[src/inc/mcs_pkg.sv]
// Contract
// - store and return lower compare limit
// - store and return upper compare limit
// - limit result codes low 0 pass 1 high 2
// - maximum mode flag write and query
// - minimum mode flag write and query
// - relative mode flag write and query
// - relative reference value write and query
// - decibel power mode flag write and query
// - impedance only from fixed ohm set
// - hold setting off hold auto-hold
// - operation condition and event read zero
// - summary set by enabled event bit
// - masks use bits 0-14, bit 15 zero
// - operation event read returns then clears
// - preset clears both enable masks
// - questionable condition read is non-destructive
// - questionable event read returns then clears
// - error query pops oldest, empty gives 0
// - version query returns fixed 1994.0
// - status bit passed only when enabled
// - raise service request as final step
// - compare mode flag write and query
// - event bit latches rising condition, sticky
package mcs_pkg;
	localparam int VW = 32;
	localparam int IW = 14;
	localparam int EW = 16;
	localparam int EQ_DEPTH = 8;
	localparam int EQ_AW = 3;
	localparam int IMP_N = 20;
	localparam logic [1:0] RES_LOW = 2'h0;
	localparam logic [1:0] RES_PASS = 2'h1;
	localparam logic [1:0] RES_HIGH = 2'h2;
	localparam logic [1:0] HOLD_OFF = 2'h0;
	localparam logic [1:0] HOLD_AUTO = 2'h2;
	localparam logic [15:0] MASK_IMPL = 16'h7fff;
	localparam int QB_FAIL_HI = 12;
	localparam int QB_FAIL_LO = 11;
	// version 1994.0 held in tenths
	localparam logic [VW-1:0] VERSION_X10 = 32'h00004de4;
	localparam logic [IW-1:0] IMP_RESET = 14'h0258;
	localparam logic [IW-1:0] IMP_SET [IMP_N] = '{
		14'h0002, 14'h0004, 14'h0008, 14'h0010, 14'h0032,
		14'h004b, 14'h005d, 14'h006e, 14'h007c, 14'h007d,
		14'h0087, 14'h0096, 14'h012c, 14'h01f4, 14'h0258,
		14'h0320, 14'h0384, 14'h03e8, 14'h04b0, 14'h1f40};

	typedef enum logic [4:0] {
		CMD_LOW_WR = 5'b00000, CMD_LOW_RD = 5'b00001,
		CMD_UPP_WR = 5'b00010, CMD_UPP_RD = 5'b00011,
		CMD_FAIL_RD = 5'b00100, CMD_MAX_WR = 5'b00101,
		CMD_MAX_RD = 5'b00110, CMD_MIN_WR = 5'b00111,
		CMD_MIN_RD = 5'b01000, CMD_REL_WR = 5'b01001,
		CMD_REL_RD = 5'b01010, CMD_RELV_WR = 5'b01011,
		CMD_RELV_RD = 5'b01100, CMD_DBM_WR = 5'b01101,
		CMD_DBM_RD = 5'b01110, CMD_IMP_WR = 5'b01111,
		CMD_IMP_RD = 5'b10000, CMD_HOLD_WR = 5'b10001,
		CMD_HOLD_RD = 5'b10010, CMD_COMP_WR = 5'b10011,
		CMD_COMP_RD = 5'b10100, CMD_OCOND_RD = 5'b10101,
		CMD_OEN_WR = 5'b10110, CMD_OEN_RD = 5'b10111,
		CMD_OEV_RD = 5'b11000, CMD_PRESET = 5'b11001,
		CMD_QCOND_RD = 5'b11010, CMD_QEN_WR = 5'b11011,
		CMD_QEN_RD = 5'b11100, CMD_QEV_RD = 5'b11101,
		CMD_ERR_RD = 5'b11110, CMD_VER_RD = 5'b11111
	} mcs_cmd_t;

	function automatic logic imp_ok(input logic [VW-1:0] v);
		logic hit;
		hit = 1'b0;
		for (int i = 0; i < IMP_N; i++) begin
			if (v == {18'h00000, IMP_SET[i]})
				hit = 1'b1;
		end
		return hit;
	endfunction
endpackage

[src/core/mcs_status_grp.sv]
`timescale 1ns/100ps
module mcs_status_grp (
	input wire logic ref_clk,
	input wire logic arst_n,
	input wire logic [15:0] cond,
	input wire logic ev_rd,
	input wire logic en_wr,
	input wire logic [15:0] en_data,
	input wire logic preset,
	output logic [15:0] event_q,
	output logic [15:0] enable_q,
	output logic summary_q
);
	logic [15:0] cond_prev_q, cond_prev_d, event_d, enable_d;
	logic summary_d;

	always_comb begin
		cond_prev_d = cond;
		// rising edge latch
		// new edges win over a read clear in the same cycle
		event_d = (ev_rd ? 16'h0000 : event_q) | (cond & ~cond_prev_q);
		enable_d = enable_q;
		if (preset)
			enable_d = 16'h0000;
		else if (en_wr)
			enable_d = en_data & mcs_pkg::MASK_IMPL;
		summary_d = |(event_q & enable_q);
	end

	always_ff @(posedge ref_clk or negedge arst_n) begin
		if (!arst_n) begin
			cond_prev_q <= 16'h0000;
			event_q <= 16'h0000;
			enable_q <= 16'h0000;
			summary_q <= 1'b0;
		end else begin
			cond_prev_q <= cond_prev_d;
			event_q <= event_d;
			enable_q <= enable_d;
			summary_q <= summary_d;
		end
	end
endmodule // mcs_status_grp

[src/core/mcs_calc_status.sv]
`timescale 1ns/100ps
module mcs_calc_status (
	input wire logic ref_clk,
	input wire logic arst_n,
	input wire logic cmd_valid,
	input wire mcs_pkg::mcs_cmd_t cmd_code,
	input wire logic [31:0] cmd_data,
	input wire logic rd_valid,
	input wire logic [31:0] reading,
	input wire logic [15:0] ques_cond_in,
	input wire logic err_push,
	input wire logic [15:0] err_num,
	output logic rsp_valid_q,
	output logic [31:0] rsp_data_q,
	output logic cmd_reject_q,
	output logic comp_mode_q,
	output logic [31:0] lower_lim_q,
	output logic [31:0] upper_lim_q,
	output logic [1:0] limit_result_q,
	output logic max_mode_q,
	output logic min_mode_q,
	output logic relative_offset_mode_q,
	output logic [31:0] rel_value_q,
	output logic decibel_power_mode_q,
	output logic [13:0] dbm_imp_q,
	output logic [1:0] hold_mode_q,
	output logic oper_summary_q,
	output logic ques_summary_q,
	output logic err_pending_q,
	output logic service_request_line_q
);
	// ------------------------------------------------------------
	// command decode
	// ------------------------------------------------------------
	logic wr, rd_oev, rd_qev, oen_wr, qen_wr, preset, pop;
	logic bool_bad;
	logic [15:0] qcond, oev, oen, qev, qen;

	assign wr = cmd_valid;
	assign bool_bad = (cmd_data[31:1] != 31'h00000000);
	assign rd_oev = cmd_valid && (cmd_code == mcs_pkg::CMD_OEV_RD);
	assign rd_qev = cmd_valid && (cmd_code == mcs_pkg::CMD_QEV_RD);
	assign oen_wr = cmd_valid && (cmd_code == mcs_pkg::CMD_OEN_WR);
	assign qen_wr = cmd_valid && (cmd_code == mcs_pkg::CMD_QEN_WR);
	assign preset = cmd_valid && (cmd_code == mcs_pkg::CMD_PRESET);
	assign pop = cmd_valid && (cmd_code == mcs_pkg::CMD_ERR_RD);

	// ------------------------------------------------------------
	// status groups
	// ------------------------------------------------------------
	// no operation conditions
	mcs_status_grp u_oper (
		.ref_clk(ref_clk),
		.arst_n(arst_n),
		.cond(16'h0000),
		.ev_rd(rd_oev),
		.en_wr(oen_wr),
		.en_data(cmd_data[15:0]),
		.preset(preset),
		.event_q(oev),
		.enable_q(oen),
		.summary_q(oper_summary_q)
	);

	mcs_status_grp u_ques (
		.ref_clk(ref_clk),
		.arst_n(arst_n),
		.cond(qcond),
		.ev_rd(rd_qev),
		.en_wr(qen_wr),
		.en_data(cmd_data[15:0]),
		.preset(preset),
		.event_q(qev),
		.enable_q(qen),
		.summary_q(ques_summary_q)
	);

	// compare failures feed the live questionable condition
	always_comb begin
		qcond = ques_cond_in & mcs_pkg::MASK_IMPL;
		qcond[mcs_pkg::QB_FAIL_HI] = comp_mode_q
			&& (limit_result_q == mcs_pkg::RES_HIGH);
		qcond[mcs_pkg::QB_FAIL_LO] = comp_mode_q
			&& (limit_result_q == mcs_pkg::RES_LOW);
	end

	// ------------------------------------------------------------
	// error queue
	// ------------------------------------------------------------
	logic [15:0] errq_q [mcs_pkg::EQ_DEPTH];
	logic [15:0] errq_d [mcs_pkg::EQ_DEPTH];
	logic [mcs_pkg::EQ_AW:0] wp_q, wp_d, rp_q, rp_d, cnt;
	logic eq_empty, eq_full;

	assign cnt = wp_q - rp_q;
	assign eq_empty = (cnt == '0);
	assign eq_full = cnt[mcs_pkg::EQ_AW];

	// a full queue drops the newest entry, keeping the oldest history
	always_comb begin
		errq_d = errq_q;
		wp_d = wp_q;
		rp_d = rp_q;
		if (err_push && !eq_full) begin
			errq_d[wp_q[mcs_pkg::EQ_AW-1:0]] = err_num;
			wp_d = wp_q + 1'b1;
		end
		if (pop && !eq_empty)
			rp_d = rp_q + 1'b1;
	end

	always_ff @(posedge ref_clk or negedge arst_n) begin
		if (!arst_n) begin
			for (int i = 0; i < mcs_pkg::EQ_DEPTH; i++)
				errq_q[i] <= 16'h0000;
			wp_q <= '0;
			rp_q <= '0;
		end else begin
			errq_q <= errq_d;
			wp_q <= wp_d;
			rp_q <= rp_d;
		end
	end

	// ------------------------------------------------------------
	// settings, result and answers
	// ------------------------------------------------------------
	logic rsp_valid_d, cmd_reject_d, comp_mode_d, max_mode_d;
	logic min_mode_d, rel_mode_d, dbm_mode_d, err_pending_d, srq_d;
	logic [31:0] rsp_data_d, lower_lim_d, upper_lim_d, rel_value_d;
	logic [1:0] limit_result_d, hold_mode_d;
	logic [13:0] dbm_imp_d;

	always_comb begin
		rsp_valid_d = 1'b0;
		rsp_data_d = 32'h00000000;
		cmd_reject_d = 1'b0;
		comp_mode_d = comp_mode_q;
		lower_lim_d = lower_lim_q;
		upper_lim_d = upper_lim_q;
		max_mode_d = max_mode_q;
		min_mode_d = min_mode_q;
		rel_mode_d = relative_offset_mode_q;
		rel_value_d = rel_value_q;
		dbm_mode_d = decibel_power_mode_q;
		dbm_imp_d = dbm_imp_q;
		hold_mode_d = hold_mode_q;
		limit_result_d = limit_result_q;
		if (rd_valid && comp_mode_q) begin
			if ($signed(reading) < $signed(lower_lim_q))
				limit_result_d = mcs_pkg::RES_LOW;
			else if ($signed(reading) > $signed(upper_lim_q))
				limit_result_d = mcs_pkg::RES_HIGH;
			else
				limit_result_d = mcs_pkg::RES_PASS;
		end
		if (wr) begin
			case (cmd_code)
			mcs_pkg::CMD_LOW_WR: lower_lim_d = cmd_data;
			mcs_pkg::CMD_UPP_WR: upper_lim_d = cmd_data;
			mcs_pkg::CMD_COMP_WR: begin
				if (bool_bad)
					cmd_reject_d = 1'b1;
				else
					comp_mode_d = cmd_data[0];
			end
			mcs_pkg::CMD_MAX_WR: begin
				if (bool_bad)
					cmd_reject_d = 1'b1;
				else
					max_mode_d = cmd_data[0];
			end
			mcs_pkg::CMD_MIN_WR: begin
				if (bool_bad)
					cmd_reject_d = 1'b1;
				else
					min_mode_d = cmd_data[0];
			end
			mcs_pkg::CMD_REL_WR: begin
				if (bool_bad)
					cmd_reject_d = 1'b1;
				else
					rel_mode_d = cmd_data[0];
			end
			mcs_pkg::CMD_RELV_WR: rel_value_d = cmd_data;
			mcs_pkg::CMD_DBM_WR: begin
				if (bool_bad)
					cmd_reject_d = 1'b1;
				else
					dbm_mode_d = cmd_data[0];
			end
			mcs_pkg::CMD_IMP_WR: begin
				if (mcs_pkg::imp_ok(cmd_data))
					dbm_imp_d = cmd_data[13:0];
				else
					cmd_reject_d = 1'b1;
			end
			mcs_pkg::CMD_HOLD_WR: begin
				if (cmd_data > {30'h0, mcs_pkg::HOLD_AUTO})
					cmd_reject_d = 1'b1;
				else
					hold_mode_d = cmd_data[1:0];
			end
			default: ;
			endcase
			rsp_valid_d = 1'b1;
			case (cmd_code)
			mcs_pkg::CMD_LOW_RD: rsp_data_d = lower_lim_q;
			mcs_pkg::CMD_UPP_RD: rsp_data_d = upper_lim_q;
			mcs_pkg::CMD_FAIL_RD: rsp_data_d = {30'h0, limit_result_q};
			mcs_pkg::CMD_COMP_RD: rsp_data_d = {31'h0, comp_mode_q};
			mcs_pkg::CMD_MAX_RD: rsp_data_d = {31'h0, max_mode_q};
			mcs_pkg::CMD_MIN_RD: rsp_data_d = {31'h0, min_mode_q};
			mcs_pkg::CMD_REL_RD:
				rsp_data_d = {31'h0, relative_offset_mode_q};
			mcs_pkg::CMD_RELV_RD: rsp_data_d = rel_value_q;
			mcs_pkg::CMD_DBM_RD:
				rsp_data_d = {31'h0, decibel_power_mode_q};
			mcs_pkg::CMD_IMP_RD: rsp_data_d = {18'h0, dbm_imp_q};
			mcs_pkg::CMD_HOLD_RD: rsp_data_d = {30'h0, hold_mode_q};
			mcs_pkg::CMD_OCOND_RD: rsp_data_d = 32'h00000000;
			mcs_pkg::CMD_OEN_RD: rsp_data_d = {16'h0, oen};
			mcs_pkg::CMD_OEV_RD: rsp_data_d = {16'h0, oev};
			mcs_pkg::CMD_QCOND_RD: rsp_data_d = {16'h0, qcond};
			mcs_pkg::CMD_QEN_RD: rsp_data_d = {16'h0, qen};
			mcs_pkg::CMD_QEV_RD: rsp_data_d = {16'h0, qev};
			mcs_pkg::CMD_ERR_RD: begin
				if (eq_empty)
					rsp_data_d = 32'h00000000;
				else
					rsp_data_d = {{16{errq_q[rp_q[2:0]][15]}},
						errq_q[rp_q[2:0]]};
			end
			mcs_pkg::CMD_VER_RD: rsp_data_d = mcs_pkg::VERSION_X10;
			default: rsp_valid_d = 1'b0;
			endcase
		end
		err_pending_d = !eq_empty;
		srq_d = oper_summary_q || ques_summary_q;
	end

	always_ff @(posedge ref_clk or negedge arst_n) begin
		if (!arst_n) begin
			rsp_valid_q <= 1'b0;
			rsp_data_q <= 32'h00000000;
			cmd_reject_q <= 1'b0;
			comp_mode_q <= 1'b0;
			lower_lim_q <= 32'h00000000;
			upper_lim_q <= 32'h00000000;
			limit_result_q <= mcs_pkg::RES_PASS;
			max_mode_q <= 1'b0;
			min_mode_q <= 1'b0;
			relative_offset_mode_q <= 1'b0;
			rel_value_q <= 32'h00000000;
			decibel_power_mode_q <= 1'b0;
			dbm_imp_q <= mcs_pkg::IMP_RESET;
			hold_mode_q <= mcs_pkg::HOLD_OFF;
			err_pending_q <= 1'b0;
			service_request_line_q <= 1'b0;
		end else begin
			rsp_valid_q <= rsp_valid_d;
			rsp_data_q <= rsp_data_d;
			cmd_reject_q <= cmd_reject_d;
			comp_mode_q <= comp_mode_d;
			lower_lim_q <= lower_lim_d;
			upper_lim_q <= upper_lim_d;
			limit_result_q <= limit_result_d;
			max_mode_q <= max_mode_d;
			min_mode_q <= min_mode_d;
			relative_offset_mode_q <= rel_mode_d;
			rel_value_q <= rel_value_d;
			decibel_power_mode_q <= dbm_mode_d;
			dbm_imp_q <= dbm_imp_d;
			hold_mode_q <= hold_mode_d;
			err_pending_q <= err_pending_d;
			service_request_line_q <= srq_d;
		end
	end
endmodule // mcs_calc_status

[config.mk]
export PLATFORM = sky130hd
export DESIGN_NAME = mcs_calc_status
export DESIGN_NICKNAME = d
export VERILOG_FILES = /design/src/inc/mcs_pkg.sv /design/src/core/mcs_status_grp.sv /design/src/core/mcs_calc_status.sv
export SDC_FILE = /design/constraint.sdc
export NUM_CORES = 1
export LEC_CHECK = 0
export BUFFER_PORTS_ARGS = -buffer_cell sky130_fd_sc_hd__buf_2
export CAP_MARGIN = 5
export CORE_MARGIN = 2
export CORE_UTILIZATION = 45
export CTS_CLUSTER_SIZE = 12
export DETAILED_ROUTE_END_ITERATION = 6
export PLACE_DENSITY = 0.65
export SKIP_CTS_REPAIR_TIMING = 1
export SYNTH_ARGS = -nofsm -noshare
export SYNTH_HDL_FRONTEND = slang
export SYNTH_HIERARCHICAL = 1
export SYNTH_SLANG_ARGS = --single-unit
[constraint.sdc]
create_clock -name ref_clk -period 4.15 [get_ports ref_clk]
set_input_delay 0.83 -clock ref_clk [delete_from_list [all_inputs] [get_ports ref_clk]]
set_output_delay 0.83 -clock ref_clk [all_outputs]
set_load 0.005 [all_outputs]
### Yosys cells after proc, flatten, opt, wreduce, memory -nomap -nowiden

Cells that the tools add are included.

* output and inout port bits: 157
* bits of input ports: 106
* register bits after elaboration: 355

* bitwise operators: 8
* magnitude comparators: 6
* $add $sub $neg: 3
* equality and inequality tests: 52
* multiplexer cells: 45
* reductions and logical operators: 32

Operators with widths (number)
* 32-bit case mux with 17 select lines: 1
* 32-bit by 7-bit equality test with 1-bit output, second input constant: 5
* 128-bit bitwise mux: 1
* 32-bit by 10-bit equality test with 1-bit output, second input constant: 4
* 16-bit two-way mux: 8
* 5-bit equality test, second input constant: 16
* 32-bit by 8-bit equality test with 1-bit output, second input constant: 2
* 32-bit by 9-bit equality test with 1-bit output, second input constant: 2
* 32-bit two-way mux: 2
* 16-bit binary-select mux with 3-bit select: 1
* 16-bit demux with 3-bit select: 1
* 5-bit by 4-bit equality test with 1-bit output, second input constant: 8
* 32-bit by 11-bit equality test with 1-bit output, second input constant: 1
* 32-bit by 13-bit equality test with 1-bit output, second input constant: 1
* 32-bit by 2-bit equality test with 1-bit output, second input constant: 1
* 32-bit by 3-bit equality test with 1-bit output, second input constant: 1
* 32-bit by 4-bit equality test with 1-bit output, second input constant: 1
* 32-bit by 5-bit equality test with 1-bit output, second input constant: 1
* 32-bit by 6-bit equality test with 1-bit output, second input constant: 1
* 32-bit by 2-bit greater-than comparator with 1-bit output, second input constant: 1
* 32-bit greater-than comparator: 1
* 32-bit less-than comparator: 1
* 31-bit nonzero test: 1
* 1-bit two-way mux: 28
* other kinds (27): 56

### Longest topological paths before layout

Gate-level depths: netlist (run 1).

* depth in word-level cells: 26
* mapped depth: 12
* gate-level depth less buffers: 9

### Cells and area by module

Netlist (run 1), hierarchy kept.

Modules (own cells, without submodules)
* mcs_calc_status: cells an instance 1332, times used 1, area an instance 15159.5 um^2
* mcs_status_grp: cells an instance 142, times used 2, area an instance 1740.4 um^2

### Least setup slack after synthesis (run 1)

OpenSTA, ideal clock, no wires.

* kind: flip-flop to flip-flop
* start point: register rp_q[1] in the netlist's numbering
* end point: register errq_q[85] in the netlist's numbering
* path slack: 0.862 ns
* required time: 4.025 ns
* stages on the path, launching flop included: 12
* arrival: 3.163 ns
* setup time: 0.125 ns
* buffers on the path: 3
* clock period less this slack: 3.288 ns
* cells stage by stage: dfrtp_1 clkbuf_1 buf_1 inv_1 ha_1 a21o_1 a21oi_1 xnor2_1 nand3_1 nor3_2 clkbuf_1 mux2_2

* longest elaborated chain between the ends: 3

RTL lines
* start: declaration: line mcs_calc_status.sv:92 `logic [mcs_pkg::EQ_AW:0] wp_q, wp_d, rp_q, rp_d, cnt;`
* start signal: assignment: line mcs_calc_status.sv:121 `rp_q <= rp_d;`
* 4-bit subtractor: line mcs_calc_status.sv:95 `assign cnt = wp_q - rp_q;`
* 1-bit logical NOT: line mcs_calc_status.sv:104 `if (err_push && !eq_full) begin`
* 1-bit logical AND: line mcs_calc_status.sv:104
* end signal: assignment: line mcs_calc_status.sv:119 `errq_q <= errq_d;`
* end: declaration: line mcs_calc_status.sv:90 `logic [15:0] errq_q [mcs_pkg::EQ_DEPTH];`

No other way between the ends.
A chain may end at the register's enable or synchronous reset.

### Final worst setup path (run 1)

* start point: register wp_q[1] in the netlist's numbering
* end point: register errq_q[120] in the netlist's numbering

* longest elaborated chain between the ends: 6
* elaborated cells on any way between the ends: 10
* those cells by class: 1 x add/sub; 2 x order compare; 3 x mux; 1 x bitwise; 3 x reduce/logical

RTL lines
* start: declaration: line mcs_calc_status.sv:92
* start signal: assignment: line mcs_calc_status.sv:120 `wp_q <= wp_d;`
* 3-bit NOT with 4-bit output (implied by the code): line mcs_calc_status.sv:105 `errq_d[wp_q[mcs_pkg::EQ_AW-1:0]] = err_num;`
* 4-bit >= comparator (implied by the code) / 4-bit by 1-bit less-than comparator with 1-bit output (equally long branches): line mcs_calc_status.sv:105
* 1-bit logical AND (implied by the code): line mcs_calc_status.sv:105
* 16-bit two-way mux (implied by the code): line mcs_calc_status.sv:105
* 16-bit demux with 3-bit select: line mcs_calc_status.sv:105
* 128-bit bitwise mux: line mcs_calc_status.sv:105

Several ways; a longest one is shown, not always the timed one.

==> impl_metrics.json, run 1 <==
{
  "antenna_found_initial": 7,
  "core_area_mm2": 0.0408,
  "yosys_register_bits": 387,
  "worst_clock_skew_ns": 0.0178,
  "p_clk_share_pct": 30.7,
  "gp_congestion": 0.922,
  "cts.sinks": 387,
  "drc": 0,
  "dr_wl_met2_um": 26800,
  "hold_class": "primary input to async pin",
  "register_area_mm2": 0.00969,
  "yosysMostFrequentCell": "dfrtp_1",
  "hold_violations": 0,
  "finalCriticalPeriod_ns": 3.06,
  "netSwitchingPower_mw": 3.75,
  "slew_viol_final": 0,
  "clk_path_buf_depth": 3,
  "synth_edf_count": 0,
  "utilization_pct": 54.4,
  "dr_total_vias": 14100,
  "slew_headroom_pct": 27.4,
  "power_frac_comb_pct": 26.4,
  "ir_drop_v": 0.000377,
  "hpwlAfterDp_um": 39500,
  "internal-power_mw": 8.75,
  "holdWs_ns": 0.305,
  "clk_pin_slew_ns": 0.06,
  "p_per_area_mw_per_mm2": 563,
  "grtUsageTotal_pct": 26.2,
  "cts_inserted_buffers": 44,
  "ys.flop_type": "dfrtp_1",
  "placedCellCount": 2393,
  "grt_pass1_vias": 14300,
  "route.met3.wl_um": 4340,
  "design_area_mm2": 0.0222,
  "detail-route-antenna-nets": 0,
  "end_kind": "register",
  "fp.dieW_um": 208,
  "yosysWarnings": 6,
  "critPathKind": "register to register",
  "drt-met1-wl_um": 23500,
  "rsz0062_at_grt": "false",
  "drt_iter0_markers": 1354,
  "avgSynthCellArea_um2": 11.5,
  "drt-pass1-iter-count": 5,
  "htree_num_levels": 2,
  "leakage_nw": 10.5,
  "seq_power_share_pct": 42.9,
  "fillCellCount": 3549,
  "placed_area_mm2": 0.0208,
  "post_drt_wl_per_cell_um": 22.9,
  "maxCapViolations": 0,
  "yosysTopAreaCellShare_pct": 51.3,
  "cts_root_buf": "clkbuf_16",
  "crit_path_start_kind": "register",
  "grt_pass1_wl_um": 87100,
  "synth_cell_type_count": 72,
  "ys_seq_area_share_pct": 52.0,
  "start_util_pct": 45.7,
  "grt_overflow": 0,
  "swShare_pct": 30.0,
  "crit_fanout": 16,
  "insertion_delay_ns": 0.56,
  "worstMarginPinSlew_ns": 1.06,
  "required_ns": 4.59,
  "critPathArrivalTime_ns": 3.50,
  "yosys-top-cells-area": "dfrtp_1 51%, mux2_2 13%, ha_1 4.6%",
  "dp_slack_ns": 0.763,
  "fmax_mhz": 326,
  "maxUsedRoutingLayer": "met5",
  "area_growth_pct": 19.1,
  "setup_viol": 0,
  "layoutNonFillerInstCount": 2474,
  "timing.final.ws_setup_ns": 1.09,
  "vias_per_cell": 5.70,
  "grt_max_degree": 94,
  "status": "finished clean",
  "power.total_mw": 12.5,
  "die-area_mm2": 0.0431,
  "ios": 263,
  "multi_input_area_mm2": 0.00822,
  "syn_area_mm2": 0.0186,
  "final_layout_size_suffix_gt1_share_pct": 33.4,
  "async_reset_ff_share_pct": 100,
  "finalSetupTns_ns": 0,
  "layout.nets": 2082,
  "wirelength_um": 56600,
  "die_h_um": 208,
  "fin_crit_sh_pct": 73.8,
  "synth_cells": 1616,
  "cts_tree": "done",
  "yosysTopAreaCell": "dfrtp_1",
  "portBuffers": 259,
  "rows": 74,
  "netlist_top_cells_count": "382 x dfrtp_1, 214 x mux2_2, 168 x nand2_1"
}
## per-layer routing
metal | up-vias | GRT usage [%]
met5 | - | 0
met2 | 551 | 41.5
met4 | 4 | 9.85
li1 | 6360 | -
met1 | 7071 | 35.2
met3 | 120 | 6.25
## state kept, by name (all words and copies together) (netlist names), 2 cells and up
name / cells
u_ques/event_q: 16
u_ques/enable_q: 15
limit_result_q: 2
rsp_data_q: 32
u_oper/event_q: 16
rp_q: 4
u_oper/enable_q: 15
u_ques/cond_prev_q: 16
hold_mode_q: 2
errq_q: 128
upper_lim_q: 32
dbm_imp_q: 14
lower_lim_q: 32
rel_value_q: 32
u_oper/cond_prev_q: 16
wp_q: 4
## cell families (layout without fill, tap and decap cells)
family	after synthesis	count (layout)	share of synthesized area (%)
multiplexers	291	291	19.2
buffers and inverters	229	517	4.83
adder cells (fa/ha/maj)	69	69	4.67
flip-flops	387	387	52.0
other	3	41	0.0604
XOR/XNOR	9	9	0.423
AO/OA/AOI/OAI	272	272	9.85
AND/OR/NAND/NOR	356	356	8.97
## cell usage in the layout, fill, tap and decap left out, drive strengths merged, types with 45 or more instances in the layout
master / instances
mux2: 214
nor2: 63
clkbuf: 67
inv: 137
ha: 68
dfrtp: 382
o21ai: 58
mux2i: 45
buf: 302
nand2: 168
## worst max-delay path, cell delays in order, from the launching register on
cell and delay (ns):
dfrtp_1 0.46, ha_1 0.33, a21o_1 0.18, a21oi_1 0.16, xnor2_1 0.27, nand3_1 0.28
or3_1 0.80, mux2_2 0.45
## path summary, 6_finish.rpt
check	from	endpoint	slack, ns	depth (start not counted)
worst min register to register	u_ques/cond_prev_q[6]	u_ques/event_q[6]	0.41	1
worst min-delay path	arst_n	rsp_data_q[22]	0.31	1
worst max register to register	wp_q[1]	errq_q[120]	1.09	7
min in group ref_clk	ques_cond_in[1]	u_ques/cond_prev_q[1]	0.41	1
max in group asynchronous	arst_n	errq_q[45]	2.84	2
worst max-delay path	wp_q[1]	errq_q[120]	1.09	7
## power by group through the flow
stage	registers, mW	logic, mW	clock network [mW]
2_1_floorplan	5.20	2.33	0
3_3_place_gp	5.35	3.21	0
3_5_place_dp	5.41	3.30	0
4_1_cts	5.35	3.32	3.90
5_1_grt	5.47	3.64	4.07
6_report	5.37	3.30	3.84
## area by class of cell
| class | count | share of cell area (%) |
|---|---|---|
| Inverter | 139 | 2.35 |
| Tap cell | 532 | 3.00 |
| Multi-Input combinational cell | 1033 | 37.0 |
| Antenna cell | 5 | 0.0564 |
| Clock inverter | 9 | 0.361 |
| Sequential cell | 387 | 43.7 |
| Timing Repair Buffer | 302 | 7.51 |
| Clock buffer | 67 | 6.03 |
Note: power is estimated with default switching activity, not from simulation.
==> inputs of run 2 (changes only) <==
==> constraint.sdc (replaced) <==
create_clock -name ref_clk -period 3.1 [get_ports ref_clk]
set_input_delay 0.62 -clock ref_clk [delete_from_list [all_inputs] [get_ports ref_clk]]
set_output_delay 0.62 -clock ref_clk [all_outputs]
set_load 0.005 [all_outputs]
==> impl_metrics.json, run 2 (synthesis results as in run 1) <==
{
  "worstRegToRegCells": 9,
  "reg2reg_to": "limit_result_q[0]",
  "leakage_nw": 10.6,
  "worstMarginPinSlew_ns": 0.854,
  "end_kind": "register",
  "clk_pin_slew_ns": 0.06,
  "fin_crit_sh_pct": 91.8,
  "grt_overflow": 0,
  "detail-route-antenna-nets": 0,
  "crit_path_start_kind": "register",
  "cts.sinks": 387,
  "area_growth_pct": 20.6,
  "final_common_cell": "dfrtp_1",
  "drt-pass1-iter-count": 5,
  "worstPathCellList": "inv_1, ha_1, nand4_1, nor4_1, a2111oi_0, buf_4, o21ai_0, nand2_1, a22o_1",
  "largest_reg_flops": 128,
  "fmax_mhz": 352,
  "worstSetupEndpoint": "limit_result_q[0]",
  "crit_fanout": 4,
  "htree_num_levels": 2,
  "layout.nets": 2116,
  "ir_drop_v": 0.000505,
  "hpwlAfterDp_um": 40300,
  "fp.dieW_um": 208,
  "ff2ff_setup_slack_ns": 0.26,
  "portBuffers": 259,
  "critPathArrivalTime_ns": 3.34,
  "fillCellCount": 3518,
  "clk_path_buf_depth": 3,
  "die_h_um": 208,
  "critPathKind": "register to register",
  "largest_register": "errq_q",
  "status": "finished clean",
  "finalCriticalPeriod_ns": 2.84,
  "layoutNonFillerInstCount": 2506,
  "rsz0062_at_grt": "false",
  "worst_clock_skew_ns": 0.0297,
  "post_drt_wl_per_cell_um": 22.5,
  "finalSetupTns_ns": 0,
  "hold_violations": 0,
  "wirelength_um": 56500,
  "placedCellCount": 2427,
  "rows": 74,
  "antenna_found_initial": 5,
  "die-area_mm2": 0.0431,
  "maxCapViolations": 0,
  "insertion_delay_ns": 0.57,
  "critPathSlowestCell": "nor4_1",
  "core_area_mm2": 0.0408,
  "ios": 263,
  "grt_max_degree": 76,
  "vias_per_cell": 5.73,
  "drt_iter0_markers": 1208,
  "slew_viol_final": 0,
  "setup_viol": 0,
  "slowest_delay_ns": 0.79,
  "cts_inserted_buffers": 42,
  "cts_tree": "done",
  "dr_total_vias": 14400,
  "grt_pass1_wl_um": 86300,
  "slew_headroom_pct": 42.5,
  "gp_congestion": 0.912,
  "final_layout_size_suffix_gt1_share_pct": 34.3,
  "start_util_pct": 45.7,
  "layout_common_cells": "381 x dfrtp_1, 258 x buf_2, 214 x mux2_2",
  "drc": 0,
  "startpoint": "upper_lim_q[12]",
  "hold_class": "primary input to register",
  "grt_pass1_vias": 14400,
  "required_ns": 3.60,
  "p_per_area_mw_per_mm2": 743,
  "grtUsageTotal_pct": 26.0,
  "cts_root_buf": "clkbuf_16",
  "reg2reg_from": "upper_lim_q[12]"
}
==> run 2: changes by cell type in the layout (fill, tap and decap cells not counted), sizes merged <==
cell,previous run,this run
clkinv,6,7
clkbuf,67,66
clkinvlp,4,0
dlygate4sd3,0,1
bufinv,1,3
inv,137,138
buf,302,336
diode,5,3
==> run 2: critical path: cells and delay by family, from the launching register on <==
family,cells,cell delay [ns]
adders and majority gates,1,0.28
DFF,1,0.47
buffers and inverters,2,0.28
and+or+nand+nor,3,1.04
AOI/OAI and AO/OA,3,0.70
==> run 2: final cells by class <==
class	instances	area [um2]	share of cell area (%)
Antenna cell	3	7.51	0.0334
Clock buffer	65	1250	5.55
Clock inverter	9	124	0.551
Inverter	139	522	2.32
Multi-Input combinational cell	1033	8230	36.6
Sequential cell	387	9690	43.1
Tap cell	532	666	2.96
Timing Repair Buffer	338	2000	8.90
==> run 2: power breakdown <==
group	leakage, nW	internal (mW)	switching [mW]
sequential	4.72	6.32	0.863
clock	0.676	3.01	2.01
combinational	5.24	2.40	2.09
==> run 2: worst min path at each step <==
stage                          start               endpoint  slack (ns)  depth (start not counted)
2_1_floorplan                 arst_n           cmd_reject_q        0.32                          0
3_3_place_gp   u_ques/cond_prev_q[8]      u_ques/event_q[8]        0.40                          1
3_5_place_dp   u_ques/cond_prev_q[5]      u_ques/event_q[5]        0.40                          1
4_1_cts                       arst_n        upper_lim_q[26]       -0.04                          1
5_1_grt              ques_cond_in[3]  u_ques/cond_prev_q[3]        0.18                          1
6_report             ques_cond_in[3]  u_ques/cond_prev_q[3]        0.20                          1
==> run 2: per-layer routing <==
layer  routed length [um]  global-route usage (%)
met2                27100                    42.2
met5                   13                       0
met1                23000                    34.6
met4                 1760                    8.87
met3                 4550                    5.76
==> run 2: stage by stage <==
| step | utilization, % | hold slack (ns) | setup slack [ns] | instance area (um2) | power (mW) |
|---|---|---|---|---|---|
| 6_report | 55.1 | 0.196 | 0.255 | 22500 | 16.7 |
| 5_1_grt | 55.1 | 0.179 | 0.148 | 22500 | 17.6 |
| 4_1_cts | 55.0 | -0.0387 | 0.334 | 22500 | 16.8 |
| 3_5_place_dp | 51.7 | 0.405 | -0.118 | 21100 | 11.8 |
| 3_3_place_gp | 51.7 | 0.401 | 0.0154 | 21100 | 11.5 |
| 2_1_floorplan | - | 0.324 | 0.00943 | 18800 | 10.1 |
==> inputs of run 3 (changes only) <==
--- a/config.mk
+++ b/config.mk
@@ -7,6 +7,7 @@
 export LEC_CHECK = 0
 export BUFFER_PORTS_ARGS = -buffer_cell sky130_fd_sc_hd__buf_2
 export CAP_MARGIN = 5
+export CORE_ASPECT_RATIO = 0.6
 export CORE_MARGIN = 2
 export CORE_UTILIZATION = 45
 export CTS_CLUSTER_SIZE = 12
==> impl_metrics.json, run 3 (synthesis results as in run 1) <==
{
  "status": "finished clean",
  "p_clk_share_pct": 28.8,
  "crit_path_start_kind": "register",
  "ir_drop_v": 0.000396,
  "reg2reg_from": "upper_lim_q[31]",
  "grt_pass1_wl_um": 89700,
  "worstMarginPinSlew_ns": 0.922,
  "finalSetupTns_ns": 0,
  "cts.sinks": 387,
  "worst_clock_skew_ns": 0.0155,
  "fmax_mhz": 356,
  "hold_violations": 0,
  "slew_viol_final": 0,
  "grt_pass1_vias": 14400,
  "drt-pass1-iter-count": 7,
  "hpwlAfterDp_um": 43600,
  "fillCellCount": 3479,
  "critPathKind": "register to register",
  "clk_pin_slew_ns": 0.06,
  "fin_crit_sh_pct": 90.6,
  "htree_num_levels": 2,
  "grtUsageTotal_pct": 27.7,
  "seq_power_share_pct": 43.4,
  "final_layout_size_suffix_gt1_share_pct": 34.0,
  "critPathArrivalTime_ns": 3.29,
  "detail-route-antenna-nets": 0,
  "p_per_area_mw_per_mm2": 742,
  "maxCapViolations": 0,
  "final_common_cell": "dfrtp_1",
  "largest_reg_flops": 128,
  "area_growth_pct": 19.9,
  "portBuffers": 259,
  "grt_overflow": 0,
  "swShare_pct": 30.8,
  "fp.dieW_um": 267,
  "required_ns": 3.58,
  "cts_inserted_buffers": 41,
  "antenna_found_initial": 4,
  "clk_path_buf_depth": 3,
  "crit_fanout": 4,
  "layoutNonFillerInstCount": 2491,
  "slew_headroom_pct": 38.4,
  "utilization_pct": 55.0,
  "leakage_nw": 10.6,
  "start_util_pct": 45.9,
  "end_kind": "register",
  "die_h_um": 162,
  "hold_class": "primary input to async pin",
  "finalCriticalPeriod_ns": 2.81,
  "die-area_mm2": 0.0431,
  "multi_input_area_mm2": 0.00824,
  "rows": 57,
  "wirelength_um": 60000,
  "drt_iter0_markers": 1592,
  "vias_per_cell": 5.84,
  "ff2ff_setup_slack_ns": 0.29,
  "cts_tree": "done",
  "drc": 0,
  "internal-power_mw": 11.5,
  "post_drt_wl_per_cell_um": 24.1,
  "largest_register": "errq_q",
  "placedCellCount": 2422,
  "power.total_mw": 16.6,
  "startpoint": "upper_lim_q[31]",
  "core_area_mm2": 0.0407,
  "insertion_delay_ns": 0.56,
  "gp_congestion": 0.925,
  "cts_root_buf": "clkbuf_16",
  "power_frac_comb_pct": 27.7,
  "register_area_mm2": 0.00969,
  "netSwitchingPower_mw": 5.10,
  "grt_max_degree": 71,
  "layout_common_cells": "381 x dfrtp_1, 258 x buf_2, 214 x mux2_2",
  "dr_total_vias": 14500,
  "ios": 263,
  "layout.nets": 2109,
  "rsz0062_at_grt": "false",
  "setup_viol": 0
}
## run 3: cell type report
| cell class | instances | share of cell area, % |
|---|---|---|
| tap | 531 | 2.97 |
| inverter | 139 | 2.33 |
| clock inverter | 7 | 0.498 |
| antenna | 2 | 0.0224 |
| clock buffer | 60 | 5.18 |
| sequential | 387 | 43.4 |
| multi-input combinational | 1033 | 36.9 |
| timing repair buffer | 332 | 8.75 |
## run 3: metrics by stage
stage	area, um2	setup slack [ns]	hold slack [ns]
5_1_grt	22300	0.171	0.0587
6_report	22300	0.291	0.00320
3_5_place_dp	21100	0.0148	0.406
4_1_cts	22300	0.287	0.0490
3_3_place_gp	21100	0.0514	0.401
2_1_floorplan	18800	0.00943	0.324
## run 3: path summary, 6_finish.rpt
kind / cells past startpoint / to
max: 9 / limit_result_q[0]
min: 1 / rel_value_q[28]
max reg2reg: 9 / limit_result_q[0]
min reg2reg: 1 / u_ques/event_q[9]
max in group asynchronous: 2 / rp_q[1]
min in group ref_clk: 1 / u_ques/cond_prev_q[13]
## run 3: routing by layer
layer / GRT usage [%] / vias to the layer above / routed length, um
met5: 0 / - / 7
met4: 7.46 / 2 / 1280
met3: 7.99 / 101 / 5910
met2: 39.3 / 652 / 25800
met1: 41.4 / 7393 / 27000
li1: - / 6399 / -
## run 3: critical path: stages, from the launching register on
cell and delay [ns]:
dfrtp_1 0.40, inv_1 0.08, ha_1 0.38, nand4_1 0.32
nor4_1 0.66, a22oi_1 0.26, and4b_1 0.26, o21ai_0 0.09
nand2_1 0.08, a22o_1 0.21
## run 3: power groups by stage
stage	sequential (mW)	clock [mW]	combinational, mW
after floorplan	6.96	0	3.13
after global placement	7.17	0	4.41
after detailed placement	7.26	0	4.58
after CTS	7.18	4.85	4.61
after global routing	7.34	5.07	5.02
final	7.21	4.78	4.60
